### src/gcca_params.svh
// constants for the global configuration and clock activity block
`ifndef GCCA_PARAMS_SVH
`define GCCA_PARAMS_SVH

`define GCCA_TX_HI_LSB 28
`define GCCA_RX_HI_LSB 24
`define GCCA_TX_LO_LSB 20
`define GCCA_RX_LO_LSB 16
`define GCCA_RESERVED_BIT 15
`define GCCA_GAP_MSB 14
`define GCCA_GAP_LSB 12
`define GCCA_CLK_OUT_EN_BIT 11
`define GCCA_PMAP_MSB 1
`define GCCA_PMAP_LSB 0
`define GCCA_CFG_RESET 32'h0000_0000
`define GCCA_DEAD_WORD 32'hDEAD_ACCE
`define GCCA_GAP_BASE 4
`define GCCA_CLK_PERIOD_NS 4
`define GCCA_ABSENT_NS 2000
`define GCCA_ABSENT_CYCLES (`GCCA_ABSENT_NS / `GCCA_CLK_PERIOD_NS)

`endif

### src/gcca_pkg.sv
// types for the global configuration and clock activity block
package gcca_pkg;
  typedef struct packed {
    logic rd;
    logic wr;
    logic [2:0] grp;
  } gcca_mem_req_s;

  typedef enum logic [0:0] {
    GCCA_IDLE,
    GCCA_GAP
  } gcca_gap_e;
endpackage

### src/gcca_top.sv
// global configuration word, line clock activity bits and expansion clock
//
// Contract
// eight tx activity bits at 31:28, 23:20; eight rx at 27:24, 19:16.
// activity bits are read only and clear to zero after each read.
// group reset, soft group reset or soft chip reset clear that group's bits.
// a zero activity bit sets on the second rising edge of its line clock.
// groups sharing one serial port follow that port's line clock.
// without line clock edges the activity bit stays at zero.
// group memory read with absent line clock returns the dead-access word.
// group memory write with absent line clock is discarded.
// after releasing expansion bus wait gap field plus four clocks.
// expansion clock enable low leaves the expansion clock pin undriven.
// expansion clock enable high drives the inverted host clock out.
// global configuration is taken from the channel group 0 copy only.
// host reads group 0 copy or copies it and requests init per group.
// host aligns each group descriptor block to a 2 kB boundary.
// line clocks are synchronised before updating the activity bits.
`timescale 1ns/100ps
`default_nettype none
`include "gcca_params.svh"
module gcca_top
  import gcca_pkg::*;
#(
  parameter int NGRP = 8,
  parameter int ABSENT_CYCLES = `GCCA_ABSENT_CYCLES
) (
  input wire logic i_clk,
  input wire logic i_rst_n,
  input wire logic i_soft_chip_rst,
  input wire logic [NGRP-1:0] i_soft_grp_rst,
  input wire logic [NGRP-1:0] i_tx_line_clock,
  input wire logic [NGRP-1:0] i_rx_line_clock,
  input wire logic i_cfg_wr,
  input wire logic [2:0] i_cfg_grp,
  input wire logic [31:0] i_cfg_wdata,
  input wire logic i_cfg_rd,
  output logic [31:0] o_cfg_rdata,
  output logic o_cfg_rvalid,
  input wire gcca_mem_req_s i_mem_req,
  input wire logic [31:0] i_ram_rdata,
  output logic o_ram_we,
  output logic [31:0] o_mem_rdata,
  output logic o_mem_rvalid,
  input wire logic i_ebus_release,
  output logic o_ebus_req_ok,
  output logic o_ebus_clock_o,
  output logic o_ebus_clock_oe
);
  // ********************************************************
  // line clock synchronisers and edge detect
  // ********************************************************
  logic [NGRP-1:0] tx_s1_q, tx_s2_q, tx_s3_q;
  logic [NGRP-1:0] rx_s1_q, rx_s2_q, rx_s3_q;
  logic [NGRP-1:0] tx_port_edge, rx_port_edge;

  // line clocks run far below i_clk, so a two-stage capture is enough
  always_ff @(posedge i_clk or negedge i_rst_n) begin
    if (!i_rst_n) begin
      tx_s1_q <= '0;
      tx_s2_q <= '0;
      tx_s3_q <= '0;
      rx_s1_q <= '0;
      rx_s2_q <= '0;
      rx_s3_q <= '0;
    end else begin
      tx_s1_q <= i_tx_line_clock;
      tx_s2_q <= tx_s1_q;
      tx_s3_q <= tx_s2_q;
      rx_s1_q <= i_rx_line_clock;
      rx_s2_q <= rx_s1_q;
      rx_s3_q <= rx_s2_q;
    end
  end

  assign tx_port_edge = tx_s2_q & ~tx_s3_q;
  assign rx_port_edge = rx_s2_q & ~rx_s3_q;

  // ********************************************************
  // configuration word
  // ********************************************************
  logic [31:0] cfg_q, cfg_d;
  logic [1:0] pmap;

  always_comb begin
    cfg_d = cfg_q;
    if (i_soft_chip_rst) begin
      cfg_d = `GCCA_CFG_RESET;
    end else if (i_cfg_wr && i_cfg_grp == 3'h0) begin
      // other groups' copies are ignored; activity bits are not writable
      cfg_d = {16'h0000, 1'b0, i_cfg_wdata[`GCCA_GAP_MSB:0]};
    end
  end

  always_ff @(posedge i_clk or negedge i_rst_n) begin
    if (!i_rst_n) begin
      cfg_q <= `GCCA_CFG_RESET;
    end else begin
      cfg_q <= cfg_d;
    end
  end

  assign pmap = cfg_q[`GCCA_PMAP_MSB:`GCCA_PMAP_LSB];

  // ********************************************************
  // per-group activity bits
  // ********************************************************
  logic [NGRP-1:0] tx_seen, rx_seen, tx_pres, rx_pres;
  logic [NGRP-1:0] grp_clr;
  logic rd_take;

  assign rd_take = i_cfg_rd;
  assign grp_clr = i_soft_grp_rst | {NGRP{i_soft_chip_rst}};

  for (genvar g = 0; g < NGRP; g++) begin : g_grp
    logic [2:0] port;
    // port map 3 is reserved; treated as the default one-to-one map
    assign port = (pmap == 2'h1) ? 3'(g / 2) : (pmap == 2'h2) ? 3'(g / 4) : 3'(g);
    gcca_act_det #(.ABSENT_CYCLES(ABSENT_CYCLES)) u_tx (
      .i_clk(i_clk),
      .i_rst_n(i_rst_n),
      .i_edge(tx_port_edge[port]),
      .i_rd_clr(rd_take),
      .i_grp_clr(grp_clr[g]),
      .o_seen(tx_seen[g]),
      .o_present(tx_pres[g])
    );
    gcca_act_det #(.ABSENT_CYCLES(ABSENT_CYCLES)) u_rx (
      .i_clk(i_clk),
      .i_rst_n(i_rst_n),
      .i_edge(rx_port_edge[port]),
      .i_rd_clr(rd_take),
      .i_grp_clr(grp_clr[g]),
      .o_seen(rx_seen[g]),
      .o_present(rx_pres[g])
    );
  end

  // ********************************************************
  // configuration read
  // ********************************************************
  logic [31:0] rdata_q, rdata_d;
  logic rvalid_q;

  always_comb begin
    rdata_d = rdata_q;
    if (rd_take) begin
      rdata_d = cfg_q;
      rdata_d[`GCCA_TX_HI_LSB +: 4] = tx_seen[7:4];
      rdata_d[`GCCA_RX_HI_LSB +: 4] = rx_seen[7:4];
      rdata_d[`GCCA_TX_LO_LSB +: 4] = tx_seen[3:0];
      rdata_d[`GCCA_RX_LO_LSB +: 4] = rx_seen[3:0];
      rdata_d[`GCCA_RESERVED_BIT] = 1'b0;
    end
  end

  always_ff @(posedge i_clk or negedge i_rst_n) begin
    if (!i_rst_n) begin
      rdata_q <= 32'h0000_0000;
      rvalid_q <= 1'b0;
    end else begin
      rdata_q <= rdata_d;
      rvalid_q <= rd_take;
    end
  end

  assign o_cfg_rdata = rdata_q;
  assign o_cfg_rvalid = rvalid_q;

  // ********************************************************
  // group memory gating
  // ********************************************************
  logic grp_alive;
  logic [31:0] mrd_q, mrd_d;
  logic mrv_q;

  assign grp_alive = tx_pres[i_mem_req.grp] | rx_pres[i_mem_req.grp];
  assign o_ram_we = i_mem_req.wr && grp_alive;

  always_comb begin
    mrd_d = mrd_q;
    if (i_mem_req.rd) begin
      mrd_d = grp_alive ? i_ram_rdata : `GCCA_DEAD_WORD;
    end
  end

  always_ff @(posedge i_clk or negedge i_rst_n) begin
    if (!i_rst_n) begin
      mrd_q <= 32'h0000_0000;
      mrv_q <= 1'b0;
    end else begin
      mrd_q <= mrd_d;
      mrv_q <= i_mem_req.rd;
    end
  end

  assign o_mem_rdata = mrd_q;
  assign o_mem_rvalid = mrv_q;

  // ********************************************************
  // expansion bus release gap
  // ********************************************************
  gcca_gap_e st_q, st_d;
  logic [3:0] gap_q, gap_d;

  always_comb begin
    st_d = st_q;
    gap_d = gap_q;
    unique case (st_q)
      GCCA_IDLE: begin
        if (i_ebus_release) begin
          st_d = GCCA_GAP;
          gap_d = 4'({1'b0, cfg_q[`GCCA_GAP_MSB:`GCCA_GAP_LSB]} + `GCCA_GAP_BASE - 1);
        end
      end
      GCCA_GAP: begin
        if (gap_q == 4'h0) begin
          st_d = GCCA_IDLE;
        end else begin
          gap_d = gap_q - 4'h1;
        end
      end
    endcase
  end

  always_ff @(posedge i_clk or negedge i_rst_n) begin
    if (!i_rst_n) begin
      st_q <= GCCA_IDLE;
      gap_q <= 4'h0;
    end else begin
      st_q <= st_d;
      gap_q <= gap_d;
    end
  end

  assign o_ebus_req_ok = (st_q == GCCA_IDLE);

  // ********************************************************
  // expansion clock output
  // ********************************************************
  // expansion clock periods equal host clock periods, hence the plain count above
  assign o_ebus_clock_o = ~i_clk;
  assign o_ebus_clock_oe = cfg_q[`GCCA_CLK_OUT_EN_BIT];

  AST_DEAD_READ: assert property (@(posedge i_clk) disable iff (!i_rst_n)
    i_mem_req.rd && !grp_alive |=> o_mem_rvalid && o_mem_rdata == `GCCA_DEAD_WORD)
    else $error("absent clock read did not return dead word");
  AST_WRITE_DROP: assert property (@(posedge i_clk) disable iff (!i_rst_n)
    i_mem_req.wr && !(tx_pres[i_mem_req.grp] || rx_pres[i_mem_req.grp]) |-> !o_ram_we)
    else $error("absent clock write reached memory");
  AST_GAP_MIN: assert property (@(posedge i_clk) disable iff (!i_rst_n)
    o_ebus_req_ok && i_ebus_release |=> !o_ebus_req_ok [*4])
    else $error("expansion bus gap shorter than four clocks");
  AST_GAP_MAX: assert property (@(posedge i_clk) disable iff (!i_rst_n)
    o_ebus_req_ok && i_ebus_release |-> ##[5:12] o_ebus_req_ok)
    else $error("expansion bus gap longer than eleven clocks");
  AST_CLK_OUT_EN: assert property (@(posedge i_clk) disable iff (!i_rst_n)
    i_cfg_wr && i_cfg_grp == 3'h0 && !i_soft_chip_rst
    |=> o_ebus_clock_oe == $past(i_cfg_wdata[`GCCA_CLK_OUT_EN_BIT]))
    else $error("expansion clock enable does not follow configuration");
  AST_GRP0_ONLY: assert property (@(posedge i_clk) disable iff (!i_rst_n)
    i_cfg_wr && i_cfg_grp != 3'h0 && !i_soft_chip_rst |=> $stable(o_ebus_clock_oe))
    else $error("non-zero group copy changed configuration");
  AST_RESERVED_ZERO: assert property (@(posedge i_clk) disable iff (!i_rst_n)
    o_cfg_rvalid |-> !o_cfg_rdata[`GCCA_RESERVED_BIT])
    else $error("reserved bit read as one");
endmodule
`default_nettype wire

### src/gcca_act_det.sv
// per-group, per-direction line clock activity bit and presence detector
`timescale 1ns/100ps
`default_nettype none
`include "gcca_params.svh"
module gcca_act_det #(
  parameter int ABSENT_CYCLES = `GCCA_ABSENT_CYCLES
) (
  input wire logic i_clk,
  input wire logic i_rst_n,
  input wire logic i_edge,
  input wire logic i_rd_clr,
  input wire logic i_grp_clr,
  output logic o_seen,
  output logic o_present
);
  localparam int CW = $clog2(ABSENT_CYCLES + 1);
  localparam logic [CW-1:0] ABS_MAX = CW'(ABSENT_CYCLES);

  logic seen_q, seen_d;
  logic first_q, first_d;
  logic [CW-1:0] idle_q, idle_d;
  logic set;

  always_comb begin
    set = i_edge && !seen_q && first_q;
    seen_d = seen_q;
    first_d = first_q;
    if (i_edge && !seen_q) begin
      first_d = 1'b1;
    end
    if (set) begin
      seen_d = 1'b1;
    end else if (i_rd_clr) begin
      // edge coinciding with the read counts as the new first edge
      seen_d = 1'b0;
      first_d = i_edge;
    end
    if (i_grp_clr) begin
      seen_d = 1'b0;
      first_d = 1'b0;
    end
    if (i_edge) begin
      idle_d = '0;
    end else if (idle_q != ABS_MAX) begin
      idle_d = idle_q + CW'(1);
    end else begin
      idle_d = idle_q;
    end
  end

  always_ff @(posedge i_clk or negedge i_rst_n) begin
    if (!i_rst_n) begin
      seen_q <= 1'b0;
      first_q <= 1'b0;
      idle_q <= ABS_MAX;
    end else begin
      seen_q <= seen_d;
      first_q <= first_d;
      idle_q <= idle_d;
    end
  end

  assign o_seen = seen_q;
  assign o_present = (idle_q != ABS_MAX);

  AST_READ_CLEARS: assert property (@(posedge i_clk) disable iff (!i_rst_n)
    i_rd_clr && !(i_edge && first_q) |=> !o_seen)
    else $error("activity bit not cleared by read");
  AST_GROUP_CLEARS: assert property (@(posedge i_clk) disable iff (!i_rst_n)
    i_grp_clr |=> !o_seen ##1 !o_seen || $past(i_edge))
    else $error("activity bit not cleared by group reset");
  AST_SECOND_EDGE: assert property (@(posedge i_clk) disable iff (!i_rst_n)
    !o_seen && first_q && i_edge && !i_grp_clr |=> o_seen)
    else $error("second line clock edge did not set activity bit");
  AST_FIRST_EDGE_WAITS: assert property (@(posedge i_clk) disable iff (!i_rst_n)
    !o_seen && !first_q && i_edge |=> !o_seen)
    else $error("first line clock edge set activity bit");
  AST_NO_EDGE_HOLD: assert property (@(posedge i_clk) disable iff (!i_rst_n)
    !o_seen && !i_edge |=> !o_seen)
    else $error("activity bit set without an edge");
endmodule
`default_nettype wire

### config.mk
export PLATFORM = sky130hd
export DESIGN_NAME = gcca_top
export DESIGN_NICKNAME = d
export VERILOG_FILES = /design/src/gcca_pkg.sv /design/src/gcca_top.sv /design/src/gcca_act_det.sv
export VERILOG_INCLUDE_DIRS = /design/src /design/src/src
export SDC_FILE = /design/constraint.sdc
export NUM_CORES = 1
export LEC_CHECK = 0
export BUFFER_PORTS_ARGS = -buffer_cell sky130_fd_sc_hd__buf_2
export CAP_MARGIN = 15
export CORE_MARGIN = 3
export CORE_UTILIZATION = 40
export DETAILED_ROUTE_END_ITERATION = 6
export GPL_ROUTABILITY_DRIVEN = 0
export PLACE_DENSITY_LB_ADDON = 0.15
export SYNTH_ARGS = -nofsm -noshare
export SYNTH_HDL_FRONTEND = slang
export SYNTH_SLANG_ARGS = --single-unit
### constraint.sdc
create_clock -name i_clk -period 2.95 [get_ports i_clk]
set_clock_uncertainty 0.2 [all_clocks]
set_input_delay 0.59 -clock i_clk [delete_from_list [all_inputs] [get_ports i_clk]]
set_output_delay 0.59 -clock i_clk [all_outputs]
set_load 0.1 [all_outputs]
==> results of run 1 <==
[path summary, 6_finish.rpt]
kind | startpoint | to | slack, ns
setup / recovery | g_grp[0].u_rx.idle_q[1]$_DFFE_PN0P_ | o_ram_we | -0.28
hold reg to reg | tx_s1_q[7]$_DFF_PN0_ | tx_s2_q[7]$_DFF_PN0_ | 0.15
hold / removal | i_soft_grp_rst[0] | g_grp[0].u_tx.o_seen$_DFFE_PN0P_ | 0.08
max in group asynchronous | i_rst_n | g_grp[2].u_rx.idle_q[6]$_DFFE_PN1P_ | 1.33
setup reg to reg | g_grp[0].u_rx.idle_q[1]$_DFFE_PN0P_ | g_grp[0].u_rx.idle_q[3]$_DFFE_PN0P_ | 0.05
min in group asynchronous | i_rst_n | g_grp[3].u_tx.first_q$_DFF_PN0_ | 0.42
[cell type report]
cell class,count,area (um^2)
clock buffer,55,1070
multi-input combinational,919,6170
tap,455,569
timing repair buffer,239,1550
clock inverter,15,193
fill,3260,17400
inverter,60,225
sequential,309,7850
[worst max-delay path, cell delays in order (launching register included)]
cell	delay, ns
dfrtp_1	0.40
inv_2	0.06
ha_1	0.13
nand4b_1	0.16
nor4_2	0.33
buf_4	0.17
mux2i_2	0.07
o211ai_1	0.21
buf_4	0.17
a21boi_4	0.05
buf_12	0.16
[stage by stage]
step	util (%)	power [uW]
3_5_place_dp	45.4	7690
4_1_cts	50.0	12500
5_1_grt	50.3	13100
2_1_floorplan	-	7040
6_report	50.3	12400
3_3_place_gp	45.4	7640
[power breakdown]
group	switching [uW]	internal, uW
clock network	1880	2890
logic	1400	857
registers	511	4840
[flip-flops by register name, indices dropped and copies added (netlist names)]
name / count
o_cfg_rdata: 31
o_mem_rvalid: 1
g_grp.u_tx.idle_q: 72
g_grp.u_tx.first_q: 8
o_mem_rdata: 32
o_cfg_rvalid: 1
rx_s1_q: 8
rx_s3_q: 8
tx_s3_q: 8
rx_s2_q: 8
tx_s2_q: 8
g_grp.u_tx.o_seen: 8
gap_q: 4
g_grp.u_rx.first_q: 8
g_grp.u_rx.idle_q: 72
st_q: 1
g_grp.u_rx.o_seen: 8
cfg_q: 15
tx_s1_q: 8
[layer usage]
layer,vias up,share of wire (%),GRT usage [%]
met5,-,0,0
met4,0,1.4,3.70
met3,36,3.6,2.51
met2,152,47,26.4
met1,5066,48,22.6
li1,5128,-,-
[cells by family (layout without fill, tap and decap cells)]
logic type | count (synthesis) | after routing | synth area share, %
adder cells (fa/ha/maj) | 39 | 39 | 3.38
XOR/XNOR | 91 | 91 | 5.52
other | 1 | 1 | 0.0260
flip-flops | 309 | 309 | 54.4
AND/OR/NAND/NOR | 560 | 560 | 20.0
AO/OA/AOI/OAI | 158 | 158 | 7.44
multiplexers | 70 | 70 | 5.97
buffers and inverters | 119 | 369 | 3.28
[cell usage in the layout, fill, tap and decap left out, types with 4 or more instances in the layout]
cell	count
clkbuf_8	6
nand3b_1	20
xor2_1	35
mux2i_1	21
a21oi_1	61
dlygate4sd3_1	19
buf_12	7
nand4_1	25
mux2_2	39
bufinv_16	4
nor3_1	31
ha_1	39
o21ai_0	29
inv_1	57
and3_1	17
nand2_1	86
or3_1	22
dfstp_2	96
mux4_2	9
dfrtp_1	213
clkbuf_1	9
o211ai_1	5
nor2b_1	31
a211oi_1	16
buf_4	64
o221ai_1	12
nand4b_1	15
xnor2_1	56
or4_1	32
nand2b_1	40
buf_2	150
nor2_1	172
nand3_1	52
clkbuf_16	36
clkinv_2	4
o221a_2	20
[what timing repair did]
| item | in CTS | in global routing |
|---|---|---|
| buffers inserted | 19 | 16 |
| hold endpoints to repair | 44 | 0 |
| gates resized for setup | 18 | 8 |
| hold buffers | 19 | 0 |
| pin swaps | 6 | 10 |
| endpoints found under the setup margin | 2 | 6 |
==> impl_metrics.py, run 1 <==
metrics = {
    "status": {
        "status": "complete, but fails checks",
        "violations": "negative setup slack",
    },
    "sta": {
        "finalSetupTns_ns": -0.285,
        "hold_slack_ns": 0.0775,
        "max_freq_mhz": 310,
        "period_share_pct": 109,
        "rsz0062_at_grt": "true",
        "fin_ws_ns": -0.279,
        "slew_viol_final": 0,
        "hold_viol": 0,
        "period_minus_slack_ns": 3.23,
        "slew_headroom_pct": 50.0,
        "finalSetupViolations": 2,
        "tightestPinTransition_ns": 0.740,
    },
    "floorplanning": {
        "die_y_um": 196,
        "die_area_um2": 38400,
        "row_count": 68,
        "initial_core_util_pct": 41.2,
        "coreArea_um2": 35100,
        "fp.dieW_um": 196,
        "io_pins": 172,
    },
    "route": {
        "wl_per_cell_um": 15.2,
        "drt_drc_violations_left": 0,
        "drt_iter0_markers": 465,
        "num_vias": 10382,
        "firstDrtPassIters": 4,
        "vias_per_cell": 5.06,
        "routed_wl_um": 31200,
        "drtAntennaViolNets": 0,
    },
    "global_route": {
        "grt_pass1_wl_um": 51800,
        "antenna_found_initial": 0,
        "grt_pass1_vias": 10269,
        "grt_overflow": 0,
        "grt_max_degree": 85,
        "track_usage_pct": 16.1,
    },
    "synth": {
        "synth_ff_type": "dfrtp_1",
        "synth_nets": 1488,
        "yosysMostFrequentCell": "dfrtp_1",
        "synthCells": 1347,
        "yosys_warnings": 0,
        "ys_types": 52,
        "yosys-top-cells-area": "dfrtp_1 (37%), dfstp_2 (17%), nor2_1 (4.5%)",
        "synth_edf_count": 0,
        "syn_area_um2": 14400,
        "synthArstFlopShare_pct": 100,
        "synth.avg_cell_area_um2": 10.7,
        "synthTopCellsByCount": "dfrtp_1 (213), nor2_1 (173), dfstp_2 (96), nand2_1 (86)",
        "seq_area_frac_synth_pct": 54.4,
        "synth_top_cell_by_area": "dfrtp_1",
        "ys_ff_latch": 309,
        "synth_top_area_share_pct": 36.9,
    },
    "min_path": {
        "min_path_type": "input port to flop",
        "whs_path_depth": 2,
    },
    "clock_tree": {
        "htree_levels": 2,
        "cts.clk_slew.worst_paths_ns": 0.06,
        "cts_tree": "built",
        "cts_buffer_depth": 3,
        "cts_buffers": 36,
        "cts_root_buf": "clkbuf_16",
        "clk_latency_ns": 0.59,
    },
    "layout": {
        "finalNonFillerCells": 2052,
        "drive_gt1_share_pct": 28.9,
        "nets": 1710,
        "fin_area_um2": 17600,
        "area_growth_pct": 22.2,
        "n_antenna_cell": 0,
    },
    "placement": {
        "placed_cells_incl_taps": 1938,
        "dp_worst_setup_slack_ns": 0.00264,
        "io_buffers": 153,
        "placed_cell_area_um2": 15900,
        "hpwl_um": 20700,
    },
    "setup_path": {
        "cp-start-kind": "flop",
        "end_kind": "output port",
        "cp.arrival_ns": 2.44,
        "crit_path_max_fanout": 2,
        "reg2reg_depth": 17,
        "criticalPathCategory": "flop to output port",
        "cp.required_ns": 2.16,
    },
    "power": {
        "power_density_nw_per_um2": 703,
        "total_leakage_power_uw": 0.00754,
        "vdd_drop_max_uv": 818,
    },
    "run": {
        "cap_violations": 0,
    },
}
Power figures use the tool's default switching activity.
==> run 2, diff against run 1 <==
--- a/config.mk
+++ b/config.mk
@@ -13,6 +13,7 @@
 export DETAILED_ROUTE_END_ITERATION = 6
 export GPL_ROUTABILITY_DRIVEN = 0
 export PLACE_DENSITY_LB_ADDON = 0.15
+export RECOVER_POWER = 50
 export SYNTH_ARGS = -nofsm -noshare
 export SYNTH_HDL_FRONTEND = slang
 export SYNTH_SLANG_ARGS = --single-unit
==> impl_metrics.py, run 2 (synthesis results as in run 1) <==
metrics = {
    "global_route": {
        "grt_overflow": 0,
        "grt_pass1_wl_um": 51800,
        "grt_pass1_vias": 10269,
        "track_usage_pct": 16.1,
        "grt_max_degree": 85,
        "antenna_found_initial": 0,
    },
    "power": {
        "total_leakage_power_uw": 0.00752,
        "total_power_uw": 12400,
        "power_density_nw_per_um2": 704,
        "vdd_drop_max_uv": 818,
    },
    "route": {
        "num_vias": 10388,
        "drt_drc_violations_left": 0,
        "routed_wl_um": 31100,
        "drt_iter0_markers": 480,
        "wl_per_cell_um": 15.2,
        "drtAntennaViolNets": 0,
        "firstDrtPassIters": 4,
        "vias_per_cell": 5.06,
    },
    "setup_path": {
        "reg2reg_slack_ns": 0.05,
        "r2r-start": "g_grp[0].u_rx.idle_q[1]$_DFFE_PN0P_",
        "cp.buffers_inverters": 4,
        "path_delay_family": "buffers and inverters",
        "reg2reg_depth": 17,
        "criticalPathCategory": "flop to output port",
        "crit_path_max_fanout": 2,
        "end_kind": "output port",
        "cpPeakStageDelay_ns": 0.40,
        "cp_cell_sequence": "inv_2 -> ha_1 -> nand4b_1 -> nor4_2 -> buf_4 -> mux2i_2 -> o211ai_1 -> buf_4 -> a21boi_4 -> buf_12",
        "cp-start-kind": "flop",
        "r2r_end": "g_grp[0].u_rx.idle_q[3]$_DFFE_PN0P_",
        "cp.required_ns": 2.16,
        "cp.arrival_ns": 2.44,
        "critPathSlowestCell": "dfrtp_1",
        "crit_path_frequent_cell": "buf_4",
        "path_depth": 10,
    },
    "status": {
        "status": "complete, but fails checks",
        "violations": "max-capacitance violations, max-slew violations, negative setup slack",
    },
    "layout": {
        "fin_area_um2": 17600,
        "nets": 1710,
        "fill_cells": 3267,
        "area_growth_pct": 21.8,
        "n_antenna_cell": 0,
        "drive_gt1_share_pct": 28.7,
        "layout_commonest_cell": "dfrtp_1",
        "final_cell_mix": "dfrtp_1 (213), nor2_1 (172), buf_2 (149)",
    },
    "sta": {
        "hold_viol": 0,
        "hold_slack_ns": 0.0775,
        "slew_viol_final": 66,
        "max_freq_mhz": 310,
        "period_minus_slack_ns": 3.23,
        "rsz0062_at_grt": "true",
        "fin_ws_ns": -0.279,
        "tightestPinTransition_ns": 2.13,
        "period_share_pct": 109,
        "finalSetupViolations": 2,
        "slew_headroom_pct": -42.5,
    },
    "floorplanning": {
        "io_pins": 172,
        "fp.dieW_um": 196,
        "row_count": 68,
        "coreArea_um2": 35100,
        "die_y_um": 196,
        "initial_core_util_pct": 41.2,
        "die_area_um2": 38400,
    },
    "clock_tree": {
        "cts_buffer_depth": 3,
        "cts.clk_slew.worst_paths_ns": 0.06,
        "cts_tree": "built",
        "clk_latency_ns": 0.59,
        "cts_root_buf": "clkbuf_16",
        "htree_levels": 2,
        "cts_buffers": 36,
    },
    "min_path": {
        "whs_path_depth": 2,
        "hold-path-endpoint": "g_grp[0].u_tx.o_seen$_DFFE_PN0P_",
        "hp-start": "i_soft_grp_rst[0]",
        "min_path_type": "input port to flop",
    },
    "placement": {
        "io_buffers": 153,
        "hpwl_um": 20700,
        "placed_cell_area_um2": 15900,
    },
    "run": {
        "cap_violations": 1,
    },
}
## run 2: changes by cell type in the layout (fill, tap and decap cells not counted), sizes merged
cell	delta
buf	-5
dlymetal6s2s	+1
clkbuf	+4
## run 2: timing repair
item / 4_1_cts / 5_1_grt
setup endpoints to repair: 2 / 6
hold buffers: 19 / 0
gates resized for setup: 18 / 8
buffers inserted: 19 / 16
endpoints found under the hold margin: 44 / 0
pin swaps: 6 / 10
## run 2: per-layer routing
metal  vias to the layer above  global-route usage, %  share of wire [%]
met3                        36                   2.51                3.5
met5                         -                      0                  0
met1                      5075                   22.6                 48
li1                       5126                      -                  -
met4                         0                   3.70                1.4
met2                       151                   26.4                 47
## run 2: stage by stage
stage,TNS (ns),cells,utilization [%],worst slack (ns)
final,-0.284,2052,50.2,-0.279
after global placement,0,1938,45.4,0.0573
after detailed placement,0,1938,45.4,0.00264
after floorplan,0,1347,-,0.00602
after global routing,-9.85,2052,50.2,-0.366
after CTS,-0.784,2041,50.0,-0.300
## run 2: where the power goes
| group | internal (uW) | total (uW) | leakage (uW) | switching (uW) |
|---|---|---|---|---|
| clock network | 2890 | 4770 | 0.000619 | 1880 |
| logic | 850 | 2250 | 0.00321 | 1400 |
| registers | 4840 | 5350 | 0.00369 | 509 |
## run 2: how the worst max path moves through the flow
stage	end	startpoint
CTS	o_ram_we	g_grp[0].u_rx.idle_q[1]$_DFFE_PN0P_
global route	o_ram_we	g_grp[0].u_rx.idle_q[1]$_DFFE_PN0P_
finish	o_ram_we	g_grp[0].u_rx.idle_q[1]$_DFFE_PN0P_
global placement	o_ram_we	i_mem_req[0]
detailed placement	o_ram_we	g_grp[0].u_tx.idle_q[0]$_DFFE_PN0P_
floorplan	o_ram_we	g_grp[5].u_rx.idle_q[0]$_DFFE_PN0P_
## run 2: layout make-up
class | count | area [um^2] | area share, %
tap | 455 | 569 | 3.24
multi-input combinational | 919 | 6170 | 35.1
timing repair buffer | 239 | 1500 | 8.55
clock inverter | 15 | 193 | 1.10
sequential | 309 | 7850 | 44.7
inverter | 60 | 225 | 1.28
clock buffer | 55 | 1070 | 6.07
